### src/rdbd_pkg.sv
// rdbd_pkg.sv: constants and types of the ring descriptor/buffer dma
`default_nettype none

package rdbd_pkg;

    // ************************************************************
    // sizes and timing
    // ************************************************************
    localparam int         FIFO_DEPTH   = 8;
    localparam int         FIFO_WIDTH   = 8;
    localparam int         BURST_MAX    = 4;
    localparam int         BUS_CLK_NS   = 40;
    localparam int         MIN_CYC_NS   = 4 * BUS_CLK_NS;
    localparam int         MIN_CYC_CLKS = MIN_CYC_NS / BUS_CLK_NS;

    // ************************************************************
    // lanes, size codes and descriptor fields
    // ************************************************************
    localparam logic [3:0] LANES_ALL    = 4'hF;
    localparam logic [3:0] LANES_STATUS = 4'h8;
    localparam logic [1:0] SIZE_LONG    = 2'h0;
    localparam logic [1:0] SIZE_BYTE    = 2'h1;
    localparam logic [7:0] ENP_MASK     = 8'h01;
    localparam int         LEN_W        = 12;

    // ************************************************************
    // commands and states
    // ************************************************************
    typedef enum logic [2:0] {
        OP_RD_STATUS = 3'h0,
        OP_RD_PTR    = 3'h1,
        OP_DESC_UPD  = 3'h2,
        OP_BUF_TX    = 3'h3,
        OP_BUF_RX    = 3'h4
    } rdbd_op_type;

    typedef enum logic [9:0] {
        S_IDLE = 10'h001,
        S_REQ  = 10'h002,
        S_ADDR = 10'h004,
        S_STRB = 10'h008,
        S_WAIT = 10'h010,
        S_FIN  = 10'h020,
        S_LOAD = 10'h040,
        S_UNLD = 10'h080,
        S_NEXT = 10'h100,
        S_DONE = 10'h200
    } rdbd_state_type;

endpackage

`default_nettype wire

### src/rdbd_fifo_if.sv
// rdbd_fifo_if.sv: handshake bundle between the sequencer and its fifo
`default_nettype none

interface rdbd_fifo_if #(
    parameter int W     = 8,
    parameter int DEPTH = 8
);
    localparam int LW = $clog2(DEPTH + 1);

    logic          in_valid;
    logic          in_ready;
    logic [W-1:0]  in_data;
    logic          out_valid;
    logic          out_ready;
    logic [W-1:0]  out_data;
    logic [LW-1:0] level;

    modport fifo (
        input  in_valid, in_data, out_ready,
        output in_ready, out_valid, out_data, level
    );
    modport user (
        output in_valid, in_data, out_ready,
        input  in_ready, out_valid, out_data, level
    );
endinterface

`default_nettype wire

### src/rdbd_dma.sv
// rdbd_dma.sv: ring descriptor and buffer bus-master dma sequencer
// Notes on behaviour
// - status byte check, then separate pointer read
// - chained non-last descriptors get single status write
// - tx dual write only on error, last
// - rx last descriptor gets dual status/length write
// - reads enable all lanes; writes only needed
// - descriptor words never swapped, bit 31 msb
// - buffer data moves in burst cycles
// - extended burst clear: at most four cycles
// - extended burst set: run to fifo threshold
// - two-wire grant drop preempts after current cycle
// - first buffer cycle reaches long-word alignment
// - short tail uses matching lanes, addresses ascend
// - buffer bytes swapped to target, ascending order
// - packet length, low 12 bits, written on last rx descriptor
// - bus cycle four clocks, stretched until ready
// - separate inbound and outbound transceiver enables
// - read: address, strobe, float, capture on ready
// - write: data after address strobe, held after
// - dual transfer is never preempted
`default_nettype none

module rdbd_dma
    import rdbd_pkg::*;
#(
    parameter int DEPTH  = FIFO_DEPTH,
    parameter int HI_THR = FIFO_DEPTH,
    parameter int LO_THR = 0
) (
    input  wire logic         ref_clk,
    input  wire logic         arst_n,
    input  wire logic         extended_burst_select,
    input  wire logic         two_wire_mode,
    input  wire logic         big_endian_target,
    input  wire logic         cmd_valid,
    output logic              cmd_ready,
    input  wire rdbd_op_type  cmd_op,
    input  wire logic [31:0]  cmd_addr,
    input  wire logic [31:0]  cmd_addr2,
    input  wire logic [15:0]  cmd_len,
    input  wire logic [7:0]   cmd_status,
    input  wire logic [31:0]  cmd_word2,
    input  wire logic         cmd_last,
    input  wire logic         cmd_rx,
    input  wire logic         cmd_error,
    output logic              done,
    output logic [31:0]       rd_data,
    output logic [31:0]       cur_addr,
    output logic [15:0]       bytes_left,
    output logic              preempted,
    input  wire logic         rx_byte_valid,
    output logic              rx_byte_ready,
    input  wire logic [7:0]   rx_byte,
    output logic              tx_byte_valid,
    input  wire logic         tx_byte_ready,
    output logic [7:0]        tx_byte,
    output logic              hold_req,
    input  wire logic         bus_grant_in,
    output logic [31:0]       ad_out,
    output logic              ad_oe,
    input  wire logic [31:0]  ad_in,
    output logic              address_latch_strobe,
    output logic              data_strobe_n,
    output logic              read_not_write,
    output logic [3:0]        byte_lane_enables_n,
    output logic              transfer_size_code_low,
    output logic              transfer_size_code_high,
    output logic [1:0]        addr_low,
    output logic              inbound_transceiver_enable,
    output logic              outbound_transceiver_enable,
    input  wire logic         cycle_ready_in_n
);
    localparam int LW      = $clog2(DEPTH + 1);
    localparam int MIN_CYC = MIN_CYC_CLKS;

    rdbd_state_type st_r;
    rdbd_state_type st_nxt;
    rdbd_op_type    op_r;
    logic [31:0]    addr_r;
    logic [31:0]    addr2_r;
    logic [31:0]    wdat_r;
    logic [31:0]    wd2_r;
    logic [31:0]    rdat_r;
    logic [15:0]    left_r;
    logic [3:0]     cyc_r;
    logic [3:0]     clen_r;
    logic [2:0]     bidx_r;
    logic           wsel_r;
    logic           dual_r;
    logic           dir_r;
    logic           preempt_r;

    logic           is_buf;
    logic           is_rd;
    logic           in_cyc;
    logic           drv_data;
    logic           preempt_now;
    logic           limit_ok;
    logic           can_go;
    logic           more;
    logic           adv;
    logic           last_b;
    logic           accept;
    logic [1:0]     off;
    logic [1:0]     moff;
    logic [1:0]     ln;
    logic [1:0]     siz;
    logic [2:0]     room;
    logic [2:0]     nb;
    logic [3:0]     in_rng;
    logic [3:0]     mask_le;
    logic [3:0]     mask_be;
    logic [3:0]     lanes;
    logic [7:0]     st_byte;
    logic [LW-1:0]  lvl;

    // ************************************************************
    // decode of the current transfer
    // ************************************************************
    assign accept   = (st_r == S_IDLE) && cmd_valid;
    assign is_buf   = (op_r == OP_BUF_TX) || (op_r == OP_BUF_RX);
    assign is_rd    = (op_r != OP_DESC_UPD) && (op_r != OP_BUF_RX);
    assign in_cyc   = (st_r == S_ADDR) || (st_r == S_STRB)
                   || (st_r == S_WAIT) || (st_r == S_FIN);
    assign drv_data = !is_rd && in_cyc && (st_r != S_ADDR);
    assign off      = addr_r[1:0];
    assign room     = 3'h4 - {1'b0, off};
    assign nb       = !is_buf ? 3'h4
                    : (left_r < 16'(room)) ? left_r[2:0]
                    : room;
    assign moff     = off + bidx_r[1:0];
    assign ln       = big_endian_target ? ~moff : moff;
    assign last_b   = (bidx_r == nb - 3'h1);

    // ************************************************************
    // byte lanes
    // ************************************************************
    for (genvar k = 0; k < 4; k++) begin : g_lane
        assign in_rng[k]      = (3'(k) >= {1'b0, off})
                             && (3'(k) < ({1'b0, off} + nb));
        assign mask_le[k]     = in_rng[k];
        assign mask_be[3 - k] = in_rng[k];
    end

    assign lanes = is_rd ? LANES_ALL
                 : is_buf ? (big_endian_target ? mask_be : mask_le)
                 : wsel_r ? LANES_ALL
                 : LANES_STATUS;

    // ************************************************************
    // fifo between bus and network byte streams
    // ************************************************************
    rdbd_fifo_if #(.W(FIFO_WIDTH), .DEPTH(DEPTH)) fq ();

    assign fq.in_valid   = dir_r ? rx_byte_valid : (st_r == S_UNLD);
    assign fq.in_data    = dir_r ? rx_byte : rdat_r[{ln, 3'h0} +: 8];
    assign fq.out_ready  = dir_r ? (st_r == S_LOAD) : tx_byte_ready;
    assign rx_byte_ready = dir_r && fq.in_ready;
    assign tx_byte_valid = !dir_r && fq.out_valid;
    assign tx_byte       = fq.out_data;
    assign lvl           = fq.level;

    rdbd_fifo #(
        .W     (FIFO_WIDTH),
        .DEPTH (DEPTH)
    ) u_fifo (
        .ref_clk (ref_clk),
        .arst_n  (arst_n),
        .f       (fq.fifo)
    );

    // ************************************************************
    // burst continuation
    // ************************************************************
    assign preempt_now = two_wire_mode && !bus_grant_in;
    assign limit_ok    = extended_burst_select
                      || (cyc_r < 4'(BURST_MAX));
    assign can_go = (op_r == OP_BUF_TX)
        ? (int'(lvl) + int'(nb)
           <= (extended_burst_select ? HI_THR : DEPTH))
        : (int'(lvl)
           >= int'(nb) + (extended_burst_select ? LO_THR : 0));
    assign more = (left_r != 16'h0) && limit_ok
               && can_go && !preempt_now;
    assign adv  = ((st_r == S_FIN) && (op_r != OP_BUF_TX))
               || ((st_r == S_UNLD) && last_b);
    assign st_byte = cmd_last ? (cmd_status | ENP_MASK)
                   : (cmd_status & ~ENP_MASK);

    // ************************************************************
    // sequencer
    // ************************************************************
    always_comb begin
        st_nxt = st_r;
        case (st_r)
            S_IDLE: begin
                if (cmd_valid)
                    st_nxt = S_REQ;
            end
            S_REQ: begin
                if (bus_grant_in) begin
                    if (!is_buf)
                        st_nxt = S_ADDR;
                    else if (!more)
                        st_nxt = S_DONE;
                    else if (op_r == OP_BUF_RX)
                        st_nxt = S_LOAD;
                    else
                        st_nxt = S_ADDR;
                end
            end
            S_ADDR: st_nxt = S_STRB;
            S_STRB: st_nxt = S_WAIT;
            S_WAIT: begin
                if (!cycle_ready_in_n)
                    st_nxt = S_FIN;
            end
            S_FIN: begin
                if (op_r == OP_BUF_TX)
                    st_nxt = S_UNLD;
                else
                    st_nxt = S_NEXT;
            end
            S_UNLD: begin
                if (last_b)
                    st_nxt = S_NEXT;
            end
            S_LOAD: begin
                if (last_b)
                    st_nxt = S_ADDR;
            end
            S_NEXT: begin
                if (is_buf) begin
                    if (!more)
                        st_nxt = S_DONE;
                    else if (op_r == OP_BUF_RX)
                        st_nxt = S_LOAD;
                    else
                        st_nxt = S_ADDR;
                end else if (dual_r && !wsel_r) begin
                    st_nxt = S_ADDR;
                end else begin
                    st_nxt = S_DONE;
                end
            end
            S_DONE: st_nxt = S_IDLE;
            default: st_nxt = S_IDLE;
        endcase
    end

    always_ff @(posedge ref_clk or negedge arst_n) begin
        if (!arst_n)
            st_r <= S_IDLE;
        else
            st_r <= st_nxt;
    end

    // ************************************************************
    // command capture and descriptor words
    // ************************************************************
    always_ff @(posedge ref_clk or negedge arst_n) begin
        if (!arst_n) begin
            op_r    <= OP_RD_STATUS;
            addr2_r <= 32'h0;
            dual_r  <= 1'b0;
            wd2_r   <= 32'h0;
            dir_r   <= 1'b0;
        end else if (accept) begin
            op_r    <= cmd_op;
            addr2_r <= cmd_addr2;
            dual_r  <= cmd_last && (cmd_rx || cmd_error);
            wd2_r   <= cmd_rx ? {cmd_word2[31:LEN_W],
                                 cmd_len[LEN_W-1:0]}
                              : cmd_word2;
            if ((cmd_op == OP_BUF_TX) || (cmd_op == OP_BUF_RX))
                dir_r <= (cmd_op == OP_BUF_RX);
        end
    end

    // ************************************************************
    // address, count and write data
    // ************************************************************
    always_ff @(posedge ref_clk or negedge arst_n) begin
        if (!arst_n) begin
            addr_r <= 32'h0;
            left_r <= 16'h0;
            wdat_r <= 32'h0;
            wsel_r <= 1'b0;
        end else if (accept) begin
            addr_r <= cmd_addr;
            left_r <= cmd_len;
            wdat_r <= {st_byte, 24'h0};
            wsel_r <= 1'b0;
        end else if ((st_r == S_NEXT) && !is_buf
                     && dual_r && !wsel_r) begin
            addr_r <= addr2_r;
            wdat_r <= wd2_r;
            wsel_r <= 1'b1;
        end else if (adv && is_buf) begin
            addr_r <= addr_r + 32'(nb);
            left_r <= left_r - 16'(nb);
        end else if (st_r == S_LOAD) begin
            wdat_r[{ln, 3'h0} +: 8] <= fq.out_data;
        end
    end

    // ************************************************************
    // read capture, counters and preemption flag
    // ************************************************************
    always_ff @(posedge ref_clk or negedge arst_n) begin
        if (!arst_n)
            rdat_r <= 32'h0;
        else if ((st_r == S_WAIT) && !cycle_ready_in_n)
            rdat_r <= ad_in;
    end

    always_ff @(posedge ref_clk or negedge arst_n) begin
        if (!arst_n) begin
            cyc_r     <= 4'h0;
            bidx_r    <= 3'h0;
            preempt_r <= 1'b0;
        end else if (accept) begin
            cyc_r     <= 4'h0;
            bidx_r    <= 3'h0;
            preempt_r <= 1'b0;
        end else begin
            if (adv)
                cyc_r <= cyc_r + 4'h1;
            if ((st_r == S_LOAD) || (st_r == S_UNLD))
                bidx_r <= last_b ? 3'h0 : bidx_r + 3'h1;
            if ((st_r == S_NEXT) && is_buf
                && (left_r != 16'h0) && preempt_now)
                preempt_r <= 1'b1;
        end
    end

    always_ff @(posedge ref_clk or negedge arst_n) begin
        if (!arst_n)
            clen_r <= 4'h0;
        else if (st_r == S_ADDR)
            clen_r <= 4'h1;
        else if (in_cyc && (clen_r != 4'hF))
            clen_r <= clen_r + 4'h1;
    end

    // ************************************************************
    // user-side outputs
    // ************************************************************
    assign cmd_ready  = (st_r == S_IDLE);
    assign done       = (st_r == S_DONE);
    assign rd_data    = rdat_r;
    assign cur_addr   = addr_r;
    assign bytes_left = left_r;
    assign preempted  = preempt_r;

    // ************************************************************
    // host bus pins
    // ************************************************************
    assign hold_req = (st_r != S_IDLE) && (st_r != S_DONE);
    assign address_latch_strobe = (st_r == S_ADDR);
    assign data_strobe_n  = !((st_r == S_STRB) || (st_r == S_WAIT));
    assign read_not_write = !in_cyc || is_rd;
    assign addr_low       = (in_cyc && !is_rd && is_buf) ? off : 2'h0;
    assign ad_oe          = (st_r == S_ADDR) || drv_data;
    assign ad_out = (st_r == S_ADDR)
        ? {addr_r[31:2], two_wire_mode ? 2'h0 : addr_low}
        : wdat_r;
    assign byte_lane_enables_n = in_cyc ? ~lanes : 4'hF;
    assign siz = (!in_cyc || is_rd) ? SIZE_LONG
               : is_buf ? nb[1:0]
               : wsel_r ? SIZE_LONG
               : SIZE_BYTE;
    assign transfer_size_code_low  = siz[0];
    assign transfer_size_code_high = siz[1];
    assign inbound_transceiver_enable = is_rd
        && ((st_r == S_STRB) || (st_r == S_WAIT));
    assign outbound_transceiver_enable = drv_data;
endmodule

`default_nettype wire

### src/rdbd_fifo.sv
// rdbd_fifo.sv: flip-flop fifo with valid/ready on both sides
`default_nettype none

module rdbd_fifo #(
    parameter int W     = 8,
    parameter int DEPTH = 8
) (
    input  wire logic ref_clk,
    input  wire logic arst_n,
    rdbd_fifo_if.fifo f
);
    localparam int AW = (DEPTH > 1) ? $clog2(DEPTH) : 1;
    localparam int LW = $clog2(DEPTH + 1);

    logic [W-1:0]  mem_r [DEPTH];
    logic [AW-1:0] wp_r;
    logic [AW-1:0] rp_r;
    logic [LW-1:0] cnt_r;
    logic          push;
    logic          pop;

    // ************************************************************
    // handshake
    // ************************************************************
    assign f.in_ready  = (cnt_r != LW'(DEPTH));
    assign f.out_valid = (cnt_r != '0);
    assign f.out_data  = mem_r[rp_r];
    assign f.level     = cnt_r;
    assign push        = f.in_valid && f.in_ready;
    assign pop         = f.out_valid && f.out_ready;

    // ************************************************************
    // pointers and count
    // ************************************************************
    always_ff @(posedge ref_clk or negedge arst_n) begin
        if (!arst_n) begin
            wp_r  <= '0;
            rp_r  <= '0;
            cnt_r <= '0;
        end else begin
            if (push)
                wp_r <= (wp_r == AW'(DEPTH - 1)) ? '0 : wp_r + AW'(1);
            if (pop)
                rp_r <= (rp_r == AW'(DEPTH - 1)) ? '0 : rp_r + AW'(1);
            cnt_r <= cnt_r + LW'(push) - LW'(pop);
        end
    end

    // ************************************************************
    // storage
    // ************************************************************
    for (genvar e = 0; e < DEPTH; e++) begin : g_ent
        always_ff @(posedge ref_clk) begin
            if (push && (wp_r == AW'(e)))
                mem_r[e] <= f.in_data;
        end
    end

endmodule

`default_nettype wire

### config.mk
export PLATFORM = sky130hd
export DESIGN_NAME = rdbd_dma
export DESIGN_NICKNAME = d
export VERILOG_FILES = /design/src/rdbd_pkg.sv /design/src/rdbd_fifo_if.sv /design/src/rdbd_dma.sv /design/src/rdbd_fifo.sv
export SDC_FILE = /design/constraint.sdc
export NUM_CORES = 1
export LEC_CHECK = 0
export BUFFER_PORTS_ARGS = -buffer_cell sky130_fd_sc_hd__buf_2
export CAP_MARGIN = 20
export CORE_UTILIZATION = 42
export CTS_BUF_LIST = sky130_fd_sc_hd__clkbuf_4 sky130_fd_sc_hd__clkbuf_8
export DETAILED_ROUTE_END_ITERATION = 10
export GPL_ROUTABILITY_DRIVEN = 0
export SLEW_MARGIN = 20
export SYNTH_ARGS = -nofsm -noshare
export SYNTH_HDL_FRONTEND = slang
export SYNTH_SLANG_ARGS = --single-unit
### constraint.sdc
create_clock -name ref_clk -period 4.76 [get_ports ref_clk]
set_input_delay 0.476 -clock ref_clk [delete_from_list [all_inputs] [get_ports ref_clk]]
set_output_delay 0.476 -clock ref_clk [all_outputs]
set_load 0.01 [all_outputs]
# After elaboration in Yosys (flattened, before gate mapping)

Memory sizes are Yosys's and may differ from the RTL's.
Index checks and enable logic that the tools add are counted.
Widths: inputs -> output; s select.

Add/sub/neg operators: 14
Order comparisons: 11
Equal/unequal tests: 37
Shifts and indexed selects: 3
Multiplexer cells: 91
Bitwise gates (word level): 2
Reduce and logical (&&, ||, !) cells: 80

Operators by type and width:

| cell                   | number |
|---|---|
| $mux 32                | 8 |
| $mux 10                | 9 |
| $pmux 10 s9            | 1 |
| $mux 8                 | 8 |
| $reduce_or 8->1        | 7 |
| $mux 16                | 3 |
| $mux 3                 | 15 |
| $logic_and 1x1->1      | 38 |
| $add 32x3->32          | 1 |
| $bwmux 32              | 1 |
| $mux 1                 | 32 |
| $shift 8x7->32 const A | 1 |
| $shiftx 32x6->8        | 1 |
| $shiftx 8x7->32        | 1 |
| $mux 4                 | 6 |
| $eq 3x3->1 const B     | 7 |
| $lt 16x3->1            | 1 |
| $reduce_bool 16->1     | 1 |
| $sub 16x3->16          | 1 |
| $eq 3x2->1 const B     | 4 |
| $logic_or 1x1->1       | 12 |
| $mux 12                | 1 |
| $ne 2x2->1 const B     | 6 |
| $eq 10x1->1 const B    | 1 |
| other kinds (46)       | 72 |

Register bits: 210
Memory bits (writable): 64
Bits of input ports: 176
Output and inout port bits: 140
Logic and storage cells: 256
Memories kept: 1

Memories:

| name         | words | bits a word | rd ports | clocked after memory_dff | write ports | RTL line        | text |
|---|---|---|---|---|---|---|---|
| u_fifo.mem_r | 8     | 8           | 1        | 0                        | 1           | rdbd_fifo.sv:15 | `logic [W-1:0] mem_r [DEPTH];` |

# Logic depth before layout (Yosys ltp)

Gate-level depths: netlist (run 1).

Depth in word-level cells: 14
Gate-level depth with buffers: 19
Depth with buffers taken out: 18

# Hierarchy

From an unflattened synthesis (run 1), not the netlist that was laid out.

Cell total of the unflattened synthesis: 1475
Area total of the unflattened synthesis: 14672.8 sq um

By module, submodules not included:

| module    | instances | cells an instance | area an instance (sq um) | sequential area each (sq um) |
|---|---|---|---|---|
| rdbd_dma  | 1         | 1318              | 11496.0                  | 5006.1 |
| rdbd_fifo | 1         | 157               | 3176.8                   | 2172.1 |

# Worst setup path after synthesis (run 1)

Ideal clock, no wire load.

Path type: flip-flop to flip-flop
Start: register addr_r[1], in the netlist cur_addr[1]
End: register addr_r[24], in the netlist cur_addr[24]
Setup time: 77 ps
Arrival time: 4082 ps
Required time: 4683 ps
Slack: 600 ps
Cell stages (with the launch flop): 20
Path buffers: 1
Period minus slack after synthesis: 4160 ps
Cells stage by stage: dfrtp_1 > inv_1 > ha_1 > inv_1 > ha_1 > nand2_1 > o21ai_0 > nor3_1 > o21ai_0 > inv_1 > fa_1 > a21o_1 > nand4b_1 > or2_2 > clkbuf_1 > nand2b_1 > xnor2_1 > a211oi_1 > a21oi_1 > a21oi_1

Word-level cells in the longest chain between the ends: 10
Elaborated cells between the ends (all ways): 14
Classes of those cells: add/sub: 3; order compare: 1; eq/ne: 1; mux: 5; reduce/logical: 4

Ends and longest elaborated chain:

| what                                                   | RTL line        | text |
|---|---|---|
| start: declaration                                     | rdbd_dma.sv:80  | `logic [31:0] addr_r;` |
| start signal: assignment                               | rdbd_dma.sv:291 | `addr_r <= cmd_addr;` |
| start signal: assignment                               | rdbd_dma.sv:297 | `addr_r <= addr2_r;` |
| start signal: assignment                               | rdbd_dma.sv:301 | `addr_r <= addr_r + 32'(nb);` |
| branches (longest 10 deep; another with $add 32x3->32) | -               |  |

Parallel ways; which one is timed is not known. The select of a mux whose other input is x is not followed.
A chain may end at the register's enable or synchronous reset.

# Final worst setup path (run 1)

Start: register left_r[7], in the netlist bytes_left[7]
End: output port byte_lane_enables_n[0]

Word-level cells in the longest chain between the ends: 11
Elaborated cells between the ends (all ways): 12
Classes of those cells: add/sub: 1; order compare: 3; mux: 6; bitwise: 1; reduce/logical: 1

Ends and longest elaborated chain:

| what                     | RTL line        | text |
|---|---|---|
| start: declaration       | rdbd_dma.sv:85  | `logic [15:0] left_r;` |
| start signal: assignment | rdbd_dma.sv:292 | `left_r <= cmd_len;` |
| start signal: assignment | rdbd_dma.sv:302 | `left_r <= left_r - 16'(nb);` |
| $lt 16x3->1 (*)          | rdbd_dma.sv:130 | `: (left_r < 16'(room)) ? left_r[2:0]` |
| $mux 3 (*)               | rdbd_dma.sv:130 |  |
| $mux 3 (*)               | rdbd_dma.sv:129 | `assign nb = !is_buf ? 3'h4` |
| $add 2x3->3 (*)          | rdbd_dma.sv:141 | `&& (3'(k) < ({1'b0, off} + nb));` |
| $lt 1x3->1               | rdbd_dma.sv:141 |  |
| $logic_and 1x1->1        | rdbd_dma.sv:141 |  |
| $mux 4 (*) (2 in a row)  | rdbd_dma.sv:147 | `: is_buf ? (big_endian_target ? mask_be : mask_le)` |
| $mux 4 (*)               | rdbd_dma.sv:146 | `assign lanes = is_rd ? LANES_ALL` |
| $not 4->4 (*)            | rdbd_dma.sv:369 | `assign byte_lane_enables_n = in_cyc ? ~lanes : 4'hF;` |
| $mux 4 (*)               | rdbd_dma.sv:369 |  |
| end: declaration         | rdbd_dma.sv:66  | `output logic [3:0] byte_lane_enables_n,` |

Mark *: on every way between the ends. The rest lies on a longest branch, timed or not.

==> qor.tcl, run 1 <==
set qor(critPathCaptureType) {primary output}
set qor(commonest_non_fill_non_tap_cell_in_the_layout) {sky130_fd_sc_hd__nand2_1}
set qor(drive_above_1_share_pct) 29.37
set qor(synth_top_family_by_area) {simple AND/OR/NAND/NOR gates}
set qor(number_of_levels_in_the_clock_h_tree) 2
set qor(all_layer_global_routing_usage_pct) 25.58
set qor(route.final.wire_length_mm) 44.72
set qor(detail_route.wl_per_cell_um) 19.69
set qor(final_area_um2) 17600
set qor(fp.dieArea_um2) 34970
set qor(critical-path-top-cell-by-count) {sky130_fd_sc_hd__o21ai_0}
set qor(first_global_vias) 12240
set qor(placeableCoreArea_um2) 33620
set qor(cts_tree) {done}
set qor(postSynth.asyncResetShare_pct) 76.64
set qor(nets) 1998
set qor(mappedNetlistArea_um2) 14380
set qor(clock-sinks) 274
set qor(width_of_the_die_um) 187.0
set qor(worst_reg2reg_setup_slack_ps) 450
set qor(io_buffers) 314
set qor(crit_buf_inv) 1
set qor(result_of_the_run) {finished, violations left}
set qor(crit_start) {bytes_left[7]}
set qor(power.static_leakage_nw) 8.156
set qor(via_count) 12390
set qor(critical_path_startpoint_category) {register}
set qor(worst_slew_pin_slew_ps) 1041
set qor(report.final.hold_viol_count) 15
set qor(layout_common_cells) {sky130_fd_sc_hd__nand2_1, sky130_fd_sc_hd__buf_2, sky130_fd_sc_hd__dfrtp_1}
set qor(clock_root_buffer_master) {sky130_fd_sc_hd__clkbuf_8}
set qor(violations) {negative hold slack}
set qor(place_inst) 2172
set qor(postRouteAntennaNets) 0
set qor(timing.max_slew.rel_slack_pct) 30.08
set qor(holdCritPathClass) {in2async}
set qor(worst_path_largest_cell_delay_ps) 630
set qor(yosys.area_share.xor_xnor_pct) 2.193
set qor(top_family_by_delay_on_critical_path) {simple AND/OR/NAND/NOR gates}
set qor(hold_fix_buffer_count_after_cts) 0
set qor(maxClockFrequency_mhz) 216.2
set qor(timing.final.crit_period_ps) 4626
set qor(floorplan.initialDensity_pct) 42.76
set qor(largest_net_degree_at_the_start_of_global_routing) 118
set qor(post-layout-total-power_mw) 11.37
set qor(critical_path_peak_fanout) 7
set qor(whs_ps) -27.25
set qor(syn_nets) 1683
set qor(crit-reg2reg-capture) {cur_addr[24]}
set qor(synth_edf_count) 64
set qor(layoutNonFillerInstCount) 2271
set qor(die_height_um) 187.0
set qor(cp_slowest_cell) {sky130_fd_sc_hd__or4_1}
set qor(dr.pass1.iters) 6
set qor(grt_antenna_before_repair) 10
set qor(worstReg2RegStart) {bytes_left[7]}
set qor(numCtsBuffers) 50
set qor(synth_flop_cell) {sky130_fd_sc_hd__dfrtp_1}
set qor(critPathRequiredTime_ps) 4280
set qor(post_synth.cell_area_avg_um2) 9.832
set qor(synthesis.yosys.warnings) 0
set qor(cp.arrival_ps) 4150
set qor(globalRouteOverflowTotal) 0
set qor(first_iter_violations) 756
set qor(pwr_density_cell_nw_per_um2) 646.1
set qor(worst_ir_drop_vdd_mv) 0.2609
set qor(final.period_utilization_pct) 97.18
set qor(synth_compound_gate_area_share_pct) 13.48
set qor(hpwlAfterDp_mm) 32.03
set qor(worst_skew_pair_later_pin_latency_ps) 610
set qor(post_synth_and_or_nand_nor_area_fraction_pct) 18.05
set qor(syn_to_final_growth_pct) 22.47
set qor(worst-r2r-cell-count) 15
set qor(muxShareOfSynthArea_pct) 9.087
set qor(cell_count_after_synthesis) 1462
set qor(grt_first_pass_wirelength_mm) 69.52
set qor(detail_route.drc_violations) 0
set qor(synth_fa_ha_area_share_pct) 4.126
set qor(clock-skew-final_ps) 28.70
set qor(setup_viol_count_final) 0
set qor(synth.ff_latch_count) 274
set qor(netlist-cell-type-count) 68
set qor(floorplan.io_pins) 316
set qor(placement_rows) 67
set qor(via_per_inst) 5.457
set qor(dpl-instance-area_um2) 16490
set qor(ctsLongestPathBuffers) 3
set qor(cp_cell_sequence) {or4_1 -> or4b_4 -> o21ai_2 -> a21oi_2 -> ha_1 -> fa_1 -> o21ai_0 -> a221oi_1 -> o21ai_0 -> buf_2}
set qor(maxCapViolCount) 0
set qor(final_slew_viol_count) 0
set qor(path_class) {reg2out}
set qor(clkTransAtPathRegs_ps) 60
set qor(yosysSeqAreaShare_pct) 49.93
## final cells by class
cell class / count / area [um^2]
Fill cell: 3114 / 16010
Antenna cell: 5 / 12.51
Sequential cell: 274 / 7179
Tap cell: 448 / 560.5
Inverter: 36 / 135.1
Clock inverter: 15 / 113.9
Clock buffer: 78 / 954.7
Timing Repair Buffer: 343 / 1837
Multi-Input combinational cell: 1072 / 6812
## worst max path at each step
stage | endpoint | slack [ps] | cells past startpoint
after global placement | cur_addr[24] | 210 | 18
after detailed placement | cur_addr[24] | 70 | 18
final | byte_lane_enables_n[0] | 130 | 10
after CTS | byte_lane_enables_n[0] | 10 | 10
after global routing | byte_lane_enables_n[0] | -8 | 14
after floorplan | cur_addr[24] | 600 | 19
## cells in the mapped netlist (17+ instances only)
cell                         n  area [um^2]
sky130_fd_sc_hd__nor2_1    130        488.0
sky130_fd_sc_hd__a211oi_1   23        172.7
sky130_fd_sc_hd__nand3_1    17        85.08
sky130_fd_sc_hd__ha_1       41        513.0
sky130_fd_sc_hd__edfxtp_1   64         1922
sky130_fd_sc_hd__xnor2_1    22        192.7
sky130_fd_sc_hd__nand2b_1   17        106.4
sky130_fd_sc_hd__nand2_1   315         1182
sky130_fd_sc_hd__mux4_2     24        540.5
sky130_fd_sc_hd__clkbuf_1   65        244.0
sky130_fd_sc_hd__a21oi_1   105        525.5
sky130_fd_sc_hd__inv_1      35        131.4
sky130_fd_sc_hd__mux2_2     52        585.6
sky130_fd_sc_hd__mux2i_1    18        180.2
sky130_fd_sc_hd__o21ai_0    72        360.4
sky130_fd_sc_hd__dfrtp_1   209         5230
## logic make-up after synthesis
group	after synthesis
flops	274
xor+xnor	36
buf+inv	116
simple gates	587
fa+ha+maj	45
compound gates	310
mux	94
## flip-flops by register name (all words and copies together), names as in the netlist
register	flops
addr2_r	32
bidx_r	3
bytes_left	16
cur_addr	32
cyc_r	4
dir_r	1
dual_r	1
op_r	3
preempted	1
rd_data	32
st_r	10
u_fifo.f.level	4
u_fifo.mem_r	64
u_fifo.rp_r	3
u_fifo.wp_r	3
wd2_r	32
wdat_r	32
wsel_r	1
## routing by layer
| layer | track usage (%) | wire [um] | vias to the layer above |
|---|---|---|---|
| met5 | 0 | 60 | - |
| met4 | 9.489 | 1464 | 10 |
| met3 | 5.891 | 3192 | 91 |
| met2 | 41.03 | 20760 | 466 |
| met1 | 33.81 | 19240 | 5985 |
| li1 | - | - | 5841 |
## where the power goes
group / switching [mW] / total, mW / internal, mW / leakage (nW)
clock network: 1.04 / 2.37 / 1.34 / 0.565
registers: 0.780 / 4.02 / 3.24 / 3.15
logic: 2.99 / 4.98 / 1.99 / 4.44
## metrics by stage
stage	setup WS [ps]	setup TNS [ps]	hold WS (ps)	utilization, %
after detailed placement	74.98	0	454.1	49.05
after global routing	-7.556	-7.556	54.49	52.36
final	134.4	0	-27.25	52.37
after CTS	14.41	0	5.421	52.25
after floorplan	600.2	0	180.4	-
after global placement	212.8	0	450.7	49.05
## what timing repair did
| action | CTS | global route |
|---|---|---|
| pin swaps | 0 | 1 |
| setup buffers | 0 | 1 |
| endpoints found under the setup margin | 4 | 4 |
| gates resized for setup | 4 | 6 |
(Power assumes the default switching activity.)
==> run 2, diff against run 1 <==
--- a/config.mk
+++ b/config.mk
@@ -5,6 +5,7 @@
 export SDC_FILE = /design/constraint.sdc
 export NUM_CORES = 1
 export LEC_CHECK = 0
+export ABC_AREA = 1
 export BUFFER_PORTS_ARGS = -buffer_cell sky130_fd_sc_hd__buf_2
 export CAP_MARGIN = 20
 export CORE_UTILIZATION = 42
==> qor.tcl, run 2 <==
set qor(result_of_the_run) {finished, violations left}
set qor(violations) {design-rule violations}
set qor(maxCapViolCount) 0
set qor(clock-skew-final_ps) 38.92
set qor(floorplan.io_pins) 316
set qor(switching_share_pct) 44.67
set qor(syn_to_final_growth_pct) 19.97
set qor(yosysSeqAreaShare_pct) 46.62
set qor(critical_path_startpoint_category) {register}
set qor(detail_route.wl_per_cell_um) 18.63
set qor(post-layout-total-power_mw) 11.31
set qor(yosys-top-cells-area) {sky130_fd_sc_hd__dfrtp_1, sky130_fd_sc_hd__nand2_1, sky130_fd_sc_hd__edfxtp_1}
set qor(n_fill_cell) 3504
set qor(hpwlAfterDp_mm) 38.10
set qor(syn_nets) 2219
set qor(path_class) {reg2out}
set qor(tns_ps) 0
set qor(cell_count_after_synthesis) 1998
set qor(worst-r2r-cell-count) 23
set qor(via_per_inst) 5.304
set qor(crit_start) {cur_addr[1]}
set qor(detail_route.drc_violations) 21
set qor(seq_power_share_pct) 33.4
set qor(report.final.hold_viol_count) 0
set qor(maxClockFrequency_mhz) 224.0
set qor(grt_antenna_before_repair) 0
set qor(critPathRequiredTime_ps) 4280
set qor(timing.max_slew.rel_slack_pct) 26.05
set qor(worstReg2RegStart) {cur_addr[1]}
set qor(power.static_leakage_nw) 9.310
set qor(timing.final.crit_period_ps) 4465
set qor(clock_root_buffer_master) {sky130_fd_sc_hd__clkbuf_8}
set qor(final_slew_viol_count) 0
set qor(postRouteAntennaNets) 0
set qor(route.final.wire_length_mm) 52.31
set qor(first_global_vias) 13830
set qor(p_int_mw) 6.259
set qor(clkTransAtPathRegs_ps) 60
set qor(mappedNetlistArea_um2) 15400
set qor(dr.pass1.iters) 9
set qor(crit-reg2reg-capture) {cur_addr[1]}
set qor(placement_rows) 69
set qor(setup_viol_count_final) 0
set qor(die_height_um) 193.5
set qor(power.combinational.fraction_pct) 45.5
set qor(cts_setup_buffers) 0
set qor(synth_edf_count) 64
set qor(fp.dieArea_um2) 37430
set qor(synth_top_cell_area_share_pct) 33.97
set qor(number_of_levels_in_the_clock_h_tree) 2
set qor(synth_area_leader_cell) {sky130_fd_sc_hd__dfrtp_1}
set qor(nets) 2530
set qor(first_iter_violations) 1354
set qor(critPathCaptureType) {primary output}
set qor(io_buffers) 314
set qor(synth.ff_latch_count) 274
set qor(final.period_utilization_pct) 93.81
set qor(all_layer_global_routing_usage_pct) 27.52
set qor(grt_setup_unrepaired) {false}
set qor(grt_first_pass_wirelength_mm) 80.36
set qor(placeableCoreArea_um2) 35830
set qor(p_switching_mw) 5.054
set qor(drive_above_1_share_pct) 20.45
set qor(via_count) 14890
set qor(worst_ir_drop_vdd_mv) 0.2819
set qor(largest_net_degree_at_the_start_of_global_routing) 109
set qor(globalRouteOverflowTotal) 0
set qor(post-place-ws_ps) 678.5
set qor(worst_setup_path_endpoint) {byte_lane_enables_n[3]}
set qor(cts_tree) {done}
set qor(cp.arrival_ps) 3990
set qor(ctsLongestPathBuffers) 3
set qor(multi_input_area_um2) 7172
set qor(whs_ps) 80.35
set qor(top_cells_by_instance_count_after_synthesis) {sky130_fd_sc_hd__nand2_1, sky130_fd_sc_hd__o21ai_0, sky130_fd_sc_hd__dfrtp_1}
set qor(worst_reg2reg_setup_slack_ps) 640
set qor(floorplan.initialDensity_pct) 42.98
set qor(regArea_um2) 7178
set qor(num_antenna_cells) 0
set qor(critical_path_peak_fanout) 5
set qor(clock_power_share_pct) 21.1
set qor(postSynth.asyncResetShare_pct) 76.64
set qor(synth_flop_cell) {sky130_fd_sc_hd__dfrtp_1}
set qor(worst_slew_pin_slew_ps) 1100
set qor(largest_reg_flops) 64
set qor(width_of_the_die_um) 193.5
set qor(post-synth-top-count-cell) {sky130_fd_sc_hd__nand2_1}
set qor(postLayoutSetupSlackWorst_ps) 294.9
set qor(worst_skew_pair_later_pin_latency_ps) 590
set qor(layout_common_cells) {sky130_fd_sc_hd__nand2_1, sky130_fd_sc_hd__buf_2, sky130_fd_sc_hd__o21ai_0}
set qor(commonest_non_fill_non_tap_cell_in_the_layout) {sky130_fd_sc_hd__nand2_1}
set qor(post_synth.cell_area_avg_um2) 7.706
set qor(numCtsBuffers) 48
set qor(clock-sinks) 274
set qor(netlist-cell-type-count) 51
set qor(holdCritPathClass) {in2reg}
set qor(top_register) {u_fifo.mem_r}
set qor(synthesis.yosys.warnings) 0
set qor(pwr_density_cell_nw_per_um2) 612.4
-- run 2: cell count changes in the layout (fill, tap and decap cells not counted), moves of 24 or more --
cell and delta:
sky130_fd_sc_hd__o21ai_0 +154, sky130_fd_sc_hd__inv_1 +139, sky130_fd_sc_hd__nor3_1 +24, sky130_fd_sc_hd__a21oi_1 -69, sky130_fd_sc_hd__mux4_2 -24, sky130_fd_sc_hd__nand2_1 +355, sky130_fd_sc_hd__nand3_1 +96, sky130_fd_sc_hd__mux2_2 -44
-- run 2: worst min-delay path by stage --
| stage | startpoint | end | slack (ps) | cells after the start |
|---|---|---|---|---|
| detailed placement | wd2_r[19] | wd2_r[19] | 460 | 2 |
| finish | cmd_addr2[23] | addr2_r[23] | 80 | 3 |
| CTS | ad_in[30] | rd_data[30] | 60 | 3 |
| global route | ad_in[30] | rd_data[30] | 70 | 3 |
| global placement | wd2_r[19] | wd2_r[19] | 460 | 2 |
| floorplan | arst_n | addr2_r[0] | 180 | 0 |
-- run 2: cells by family (layout without fill, tap and decap cells) --
group	count (synthesis)	after routing	share of synthesized area [%]
simple gates	1026	1026	27.65
compound gates	342	342	12.13
flops	274	274	46.62
buf+inv	264	613	6.891
fa+ha+maj	45	45	3.852
xor+xnor	33	33	1.877
mux	14	14	0.9752
-- run 2: final cells by class --
cell class                      count  share of cell area [%]
Sequential cell                   274                   38.86
Multi-Input combinational cell   1460                   38.83
Timing Repair Buffer              344                   9.781
Clock buffer                       71                   4.816
Inverter                          181                   3.678
Tap cell                          461                   3.123
Clock inverter                     17                  0.9144
-- run 2: critical path, stage by stage, from the launching register on --
cell                      delay, ps
sky130_fd_sc_hd__dfrtp_1        370
sky130_fd_sc_hd__inv_1          120
sky130_fd_sc_hd__ha_1           220
sky130_fd_sc_hd__inv_1           60
sky130_fd_sc_hd__ha_1           170
sky130_fd_sc_hd__or2_1          230
sky130_fd_sc_hd__nor2_4         160
sky130_fd_sc_hd__nand3_2        120
sky130_fd_sc_hd__nand2_1         90
sky130_fd_sc_hd__nand3_1        140
sky130_fd_sc_hd__inv_2          150
sky130_fd_sc_hd__ha_1           240
sky130_fd_sc_hd__fa_1           450
sky130_fd_sc_hd__inv_1          100
sky130_fd_sc_hd__nand3_1        170
sky130_fd_sc_hd__o21ai_2        200
sky130_fd_sc_hd__nor2_1          60
sky130_fd_sc_hd__o21ai_0        180
sky130_fd_sc_hd__buf_2          170
-- run 2: repair_timing --
action                                  in CTS  in global routing
endpoints found under the hold margin        8                  0
endpoints found under the setup margin       0                  2
resized for setup                            0                  3
hold buffers                                 1                  0
-- run 2: power groups by stage --
stage | logic [mW] | clock network (mW) | registers (mW)
2_1_floorplan | 3.34 | 0 | 3.69
3_3_place_gp | 4.98 | 0 | 3.79
3_5_place_dp | 5.08 | 0 | 3.80
4_1_cts | 5.11 | 2.43 | 3.76
5_1_grt | 5.76 | 2.52 | 3.86
6_report | 5.15 | 2.39 | 3.77
-- run 2: routing by layer --
metal	vias up	share of wire, %	wire length [um]	global-route usage (%)
li1	7172	-	-	-
met1	7042	44	23100	39.07
met2	607	46	23980	43.52
met3	72	7.6	3992	4.184
met4	0	2.4	1236	7.970
met5	-	0	0	0
-- run 2: through the flow --
stage	cell area, um^2	instances	utilization (%)
final	18470	2808	51.56
after global routing	18470	2808	51.56
after CTS	18460	2807	51.52
after detailed placement	17390	2718	48.54
after global placement	17390	2718	48.54
after floorplan	15400	1998	-
==> run 3, diff against run 2 <==
--- a/config.mk
+++ b/config.mk
@@ -8,10 +8,11 @@
 export ABC_AREA = 1
 export BUFFER_PORTS_ARGS = -buffer_cell sky130_fd_sc_hd__buf_2
 export CAP_MARGIN = 20
-export CORE_UTILIZATION = 42
+export CORE_UTILIZATION = 48
 export CTS_BUF_LIST = sky130_fd_sc_hd__clkbuf_4 sky130_fd_sc_hd__clkbuf_8
 export DETAILED_ROUTE_END_ITERATION = 10
 export GPL_ROUTABILITY_DRIVEN = 0
+export PLACE_DENSITY = 0.71
 export SLEW_MARGIN = 20
 export SYNTH_ARGS = -nofsm -noshare
 export SYNTH_HDL_FRONTEND = slang
==> constraint.sdc (replaced) <==
create_clock -name ref_clk -period 4.76 [get_ports ref_clk]
set_input_delay 1.19 -clock ref_clk [delete_from_list [all_inputs] [get_ports ref_clk]]
set_output_delay 1.19 -clock ref_clk [all_outputs]
set_load 0.01 [all_outputs]
==> qor.tcl, run 3 (same netlist as run 2, synthesis figures left out) <==
set qor(largest_net_degree_at_the_start_of_global_routing) 94
set qor(postRouteAntennaNets) 0
set qor(layout_common_cells) {sky130_fd_sc_hd__nand2_1, sky130_fd_sc_hd__buf_2, sky130_fd_sc_hd__o21ai_0}
set qor(cp.arrival_ps) 3620
set qor(clkTransAtPathRegs_ps) 60
set qor(largest_reg_flops) 64
set qor(detail_route.drc_violations) 0
set qor(n_fill_cell) 2897
set qor(worst_path_largest_cell_delay_ps) 420
set qor(hold_fix_buffer_count_after_cts) 0
set qor(critPathCaptureType) {primary output}
set qor(p_int_mw) 6.158
set qor(via_per_inst) 5.547
set qor(cp_slowest_cell) {sky130_fd_sc_hd__dfrtp_1}
set qor(final_area_um2) 18480
set qor(cts_tree) {done}
set qor(io_buffers) 314
set qor(critical_path_startpoint_category) {register}
set qor(critPathRequiredTime_ps) 3570
set qor(floorplan.initialDensity_pct) 48.79
set qor(grt_antenna_before_repair) 3
set qor(grt_setup_unrepaired) {true}
set qor(die_height_um) 181.1
set qor(path_class) {reg2out}
set qor(dr.pass1.iters) 8
set qor(placement_rows) 65
set qor(clock_power_share_pct) 19.3
set qor(worst_skew_pair_later_pin_latency_ps) 610
set qor(seq_power_share_pct) 33.4
set qor(worst_slew_pin_slew_ps) 1144
set qor(worst_reg2reg_setup_slack_ps) 630
set qor(via_count) 15310
set qor(numCtsBuffers) 48
set qor(violations) {negative setup slack}
set qor(drive_above_1_share_pct) 21.49
set qor(clock-sinks) 274
set qor(first_iter_violations) 1282
set qor(tns_ps) -125.4
set qor(fp.dieArea_um2) 32800
set qor(worst_ir_drop_vdd_mv) 0.2583
set qor(all_layer_global_routing_usage_pct) 30.14
set qor(dpl-instance-area_um2) 17310
set qor(detail_route.wl_per_cell_um) 18.25
set qor(critical-path-top-cell-by-count) {sky130_fd_sc_hd__nand2_1}
set qor(final_slew_viol_count) 0
set qor(post-layout-total-power_mw) 11.28
set qor(first_global_vias) 14420
set qor(nets) 2538
set qor(grt_first_pass_wirelength_mm) 77.75
set qor(top_register) {u_fifo.mem_r}
set qor(layoutNonFillerInstCount) 2760
set qor(commonest_non_fill_non_tap_cell_in_the_layout) {sky130_fd_sc_hd__nand2_1}
set qor(place_inst) 2658
set qor(placeableCoreArea_um2) 31560
set qor(number_of_levels_in_the_clock_h_tree) 2
set qor(timing.max_slew.rel_slack_pct) 23.57
set qor(switching_share_pct) 45.41
set qor(cp_cell_sequence) {inv_2 -> ha_4 -> inv_4 -> ha_4 -> or2_4 -> nor2_4 -> nand4_1 -> nand3_2 -> inv_2 -> ha_4 -> fa_2 -> nand4_1 -> buf_4 -> nand3_4 -> o21ai_4 -> nand2_1 -> nand2_1 -> nand2_1 -> nand2_1 -> buf_2}
set qor(power.static_leakage_nw) 9.311
set qor(p_switching_mw) 5.122
set qor(critical_path_peak_fanout) 3
set qor(syn_to_final_growth_pct) 20.01
set qor(ctsLongestPathBuffers) 3
set qor(result_of_the_run) {finished, violations left}
set qor(report.final.hold_viol_count) 0
set qor(width_of_the_die_um) 181.1
set qor(floorplan.io_pins) 316
set qor(postLayoutSetupSlackWorst_ps) -52.53
set qor(route.final.wire_length_mm) 50.36
set qor(globalRouteOverflowTotal) 0
set qor(clock-skew-final_ps) 56.97
set qor(holdCritPathClass) {reg2reg}
set qor(hpwlAfterDp_mm) 36.82
set qor(final.period_utilization_pct) 101.1
set qor(pwr_density_cell_nw_per_um2) 610.4
set qor(power.combinational.fraction_pct) 47.3
set qor(timing.final.crit_period_ps) 4813
set qor(maxClockFrequency_mhz) 207.8
set qor(maxCapViolCount) 0
set qor(clock_root_buffer_master) {sky130_fd_sc_hd__clkbuf_8}
set qor(setup_viol_count_final) 4
## run 3: cell types whose count changed in the layout (fill, tap and decap cells not counted), moves of 5 or more
cell,change
sky130_fd_sc_hd__buf_4,+9
sky130_fd_sc_hd__clkinv_2,+6
sky130_fd_sc_hd__inv_1,-6
sky130_fd_sc_hd__inv_2,+5
sky130_fd_sc_hd__nand2_1,-5
## run 3: worst paths after layout
kind | from | to | cells past startpoint
setup / recovery | cur_addr[0] | byte_lane_enables_n[0] | 20
hold / removal | addr2_r[8] | addr2_r[8] | 2
setup reg to reg | cur_addr[0] | cur_addr[15] | 20
hold reg to reg | addr2_r[8] | addr2_r[8] | 2
max in group asynchronous | arst_n | wd2_r[17] | 2
min in group asynchronous | arst_n | wdat_r[25] | 1
## run 3: repair_timing
item                                   4_1_cts  5_1_grt
pin swaps                                    6       13
buffers inserted                             2        9
resized for setup                           19       13
endpoints found under the hold margin        0        0
setup endpoints to repair                    4        4
## run 3: final cells by class
class                   instances  area (um^2)  area share (%)
diodes                          3        7.507         0.04063
clock buffers                  66        845.8           4.577
clock inverters                22        111.4          0.6026
inverters                     181        681.9           3.690
multi-input cells            1460         7287           39.43
flip-flops and latches        274         7178           38.84
well taps                     402        503.0           2.722
repair buffers                352         1864           10.09
## run 3: per-stage QoR
stage,utilization (%),hold slack [ps],setup slack [ps]
after floorplan,-,438.9,124.1
after global placement,54.83,456.8,270.5
after detailed placement,54.86,457.5,233.1
after CTS,58.16,472.9,32.81
after global routing,58.56,497.0,-208.8
final,58.56,474.3,-52.53
## run 3: power groups by stage
stage	registers (mW)	clock network, mW	logic (mW)
global route	3.84	2.31	5.90
detailed placement	3.78	0	5.04
floorplan	3.69	0	3.34
global placement	3.75	0	4.88
finish	3.76	2.18	5.34
CTS	3.74	2.20	5.16
## run 3: metal layers
metal	part of all wire (%)	track usage, %	up-vias
li1	-	-	7187
met1	41	40.70	7195
met2	46	47.09	805
met3	9.3	5.906	124
met4	3.9	13.39	0
met5	0	0	-
## run 3: critical path, delay by kind of cell (launching register included)
| kind | cells | cell delay [ps] |
|---|---|---|
| DFF | 1 | 420 |
| buffers and inverters | 5 | 480 |
| and+or+nand+nor | 10 | 1100 |
| adders and majority gates | 4 | 870 |
| AOI/OAI and AO/OA | 1 | 150 |
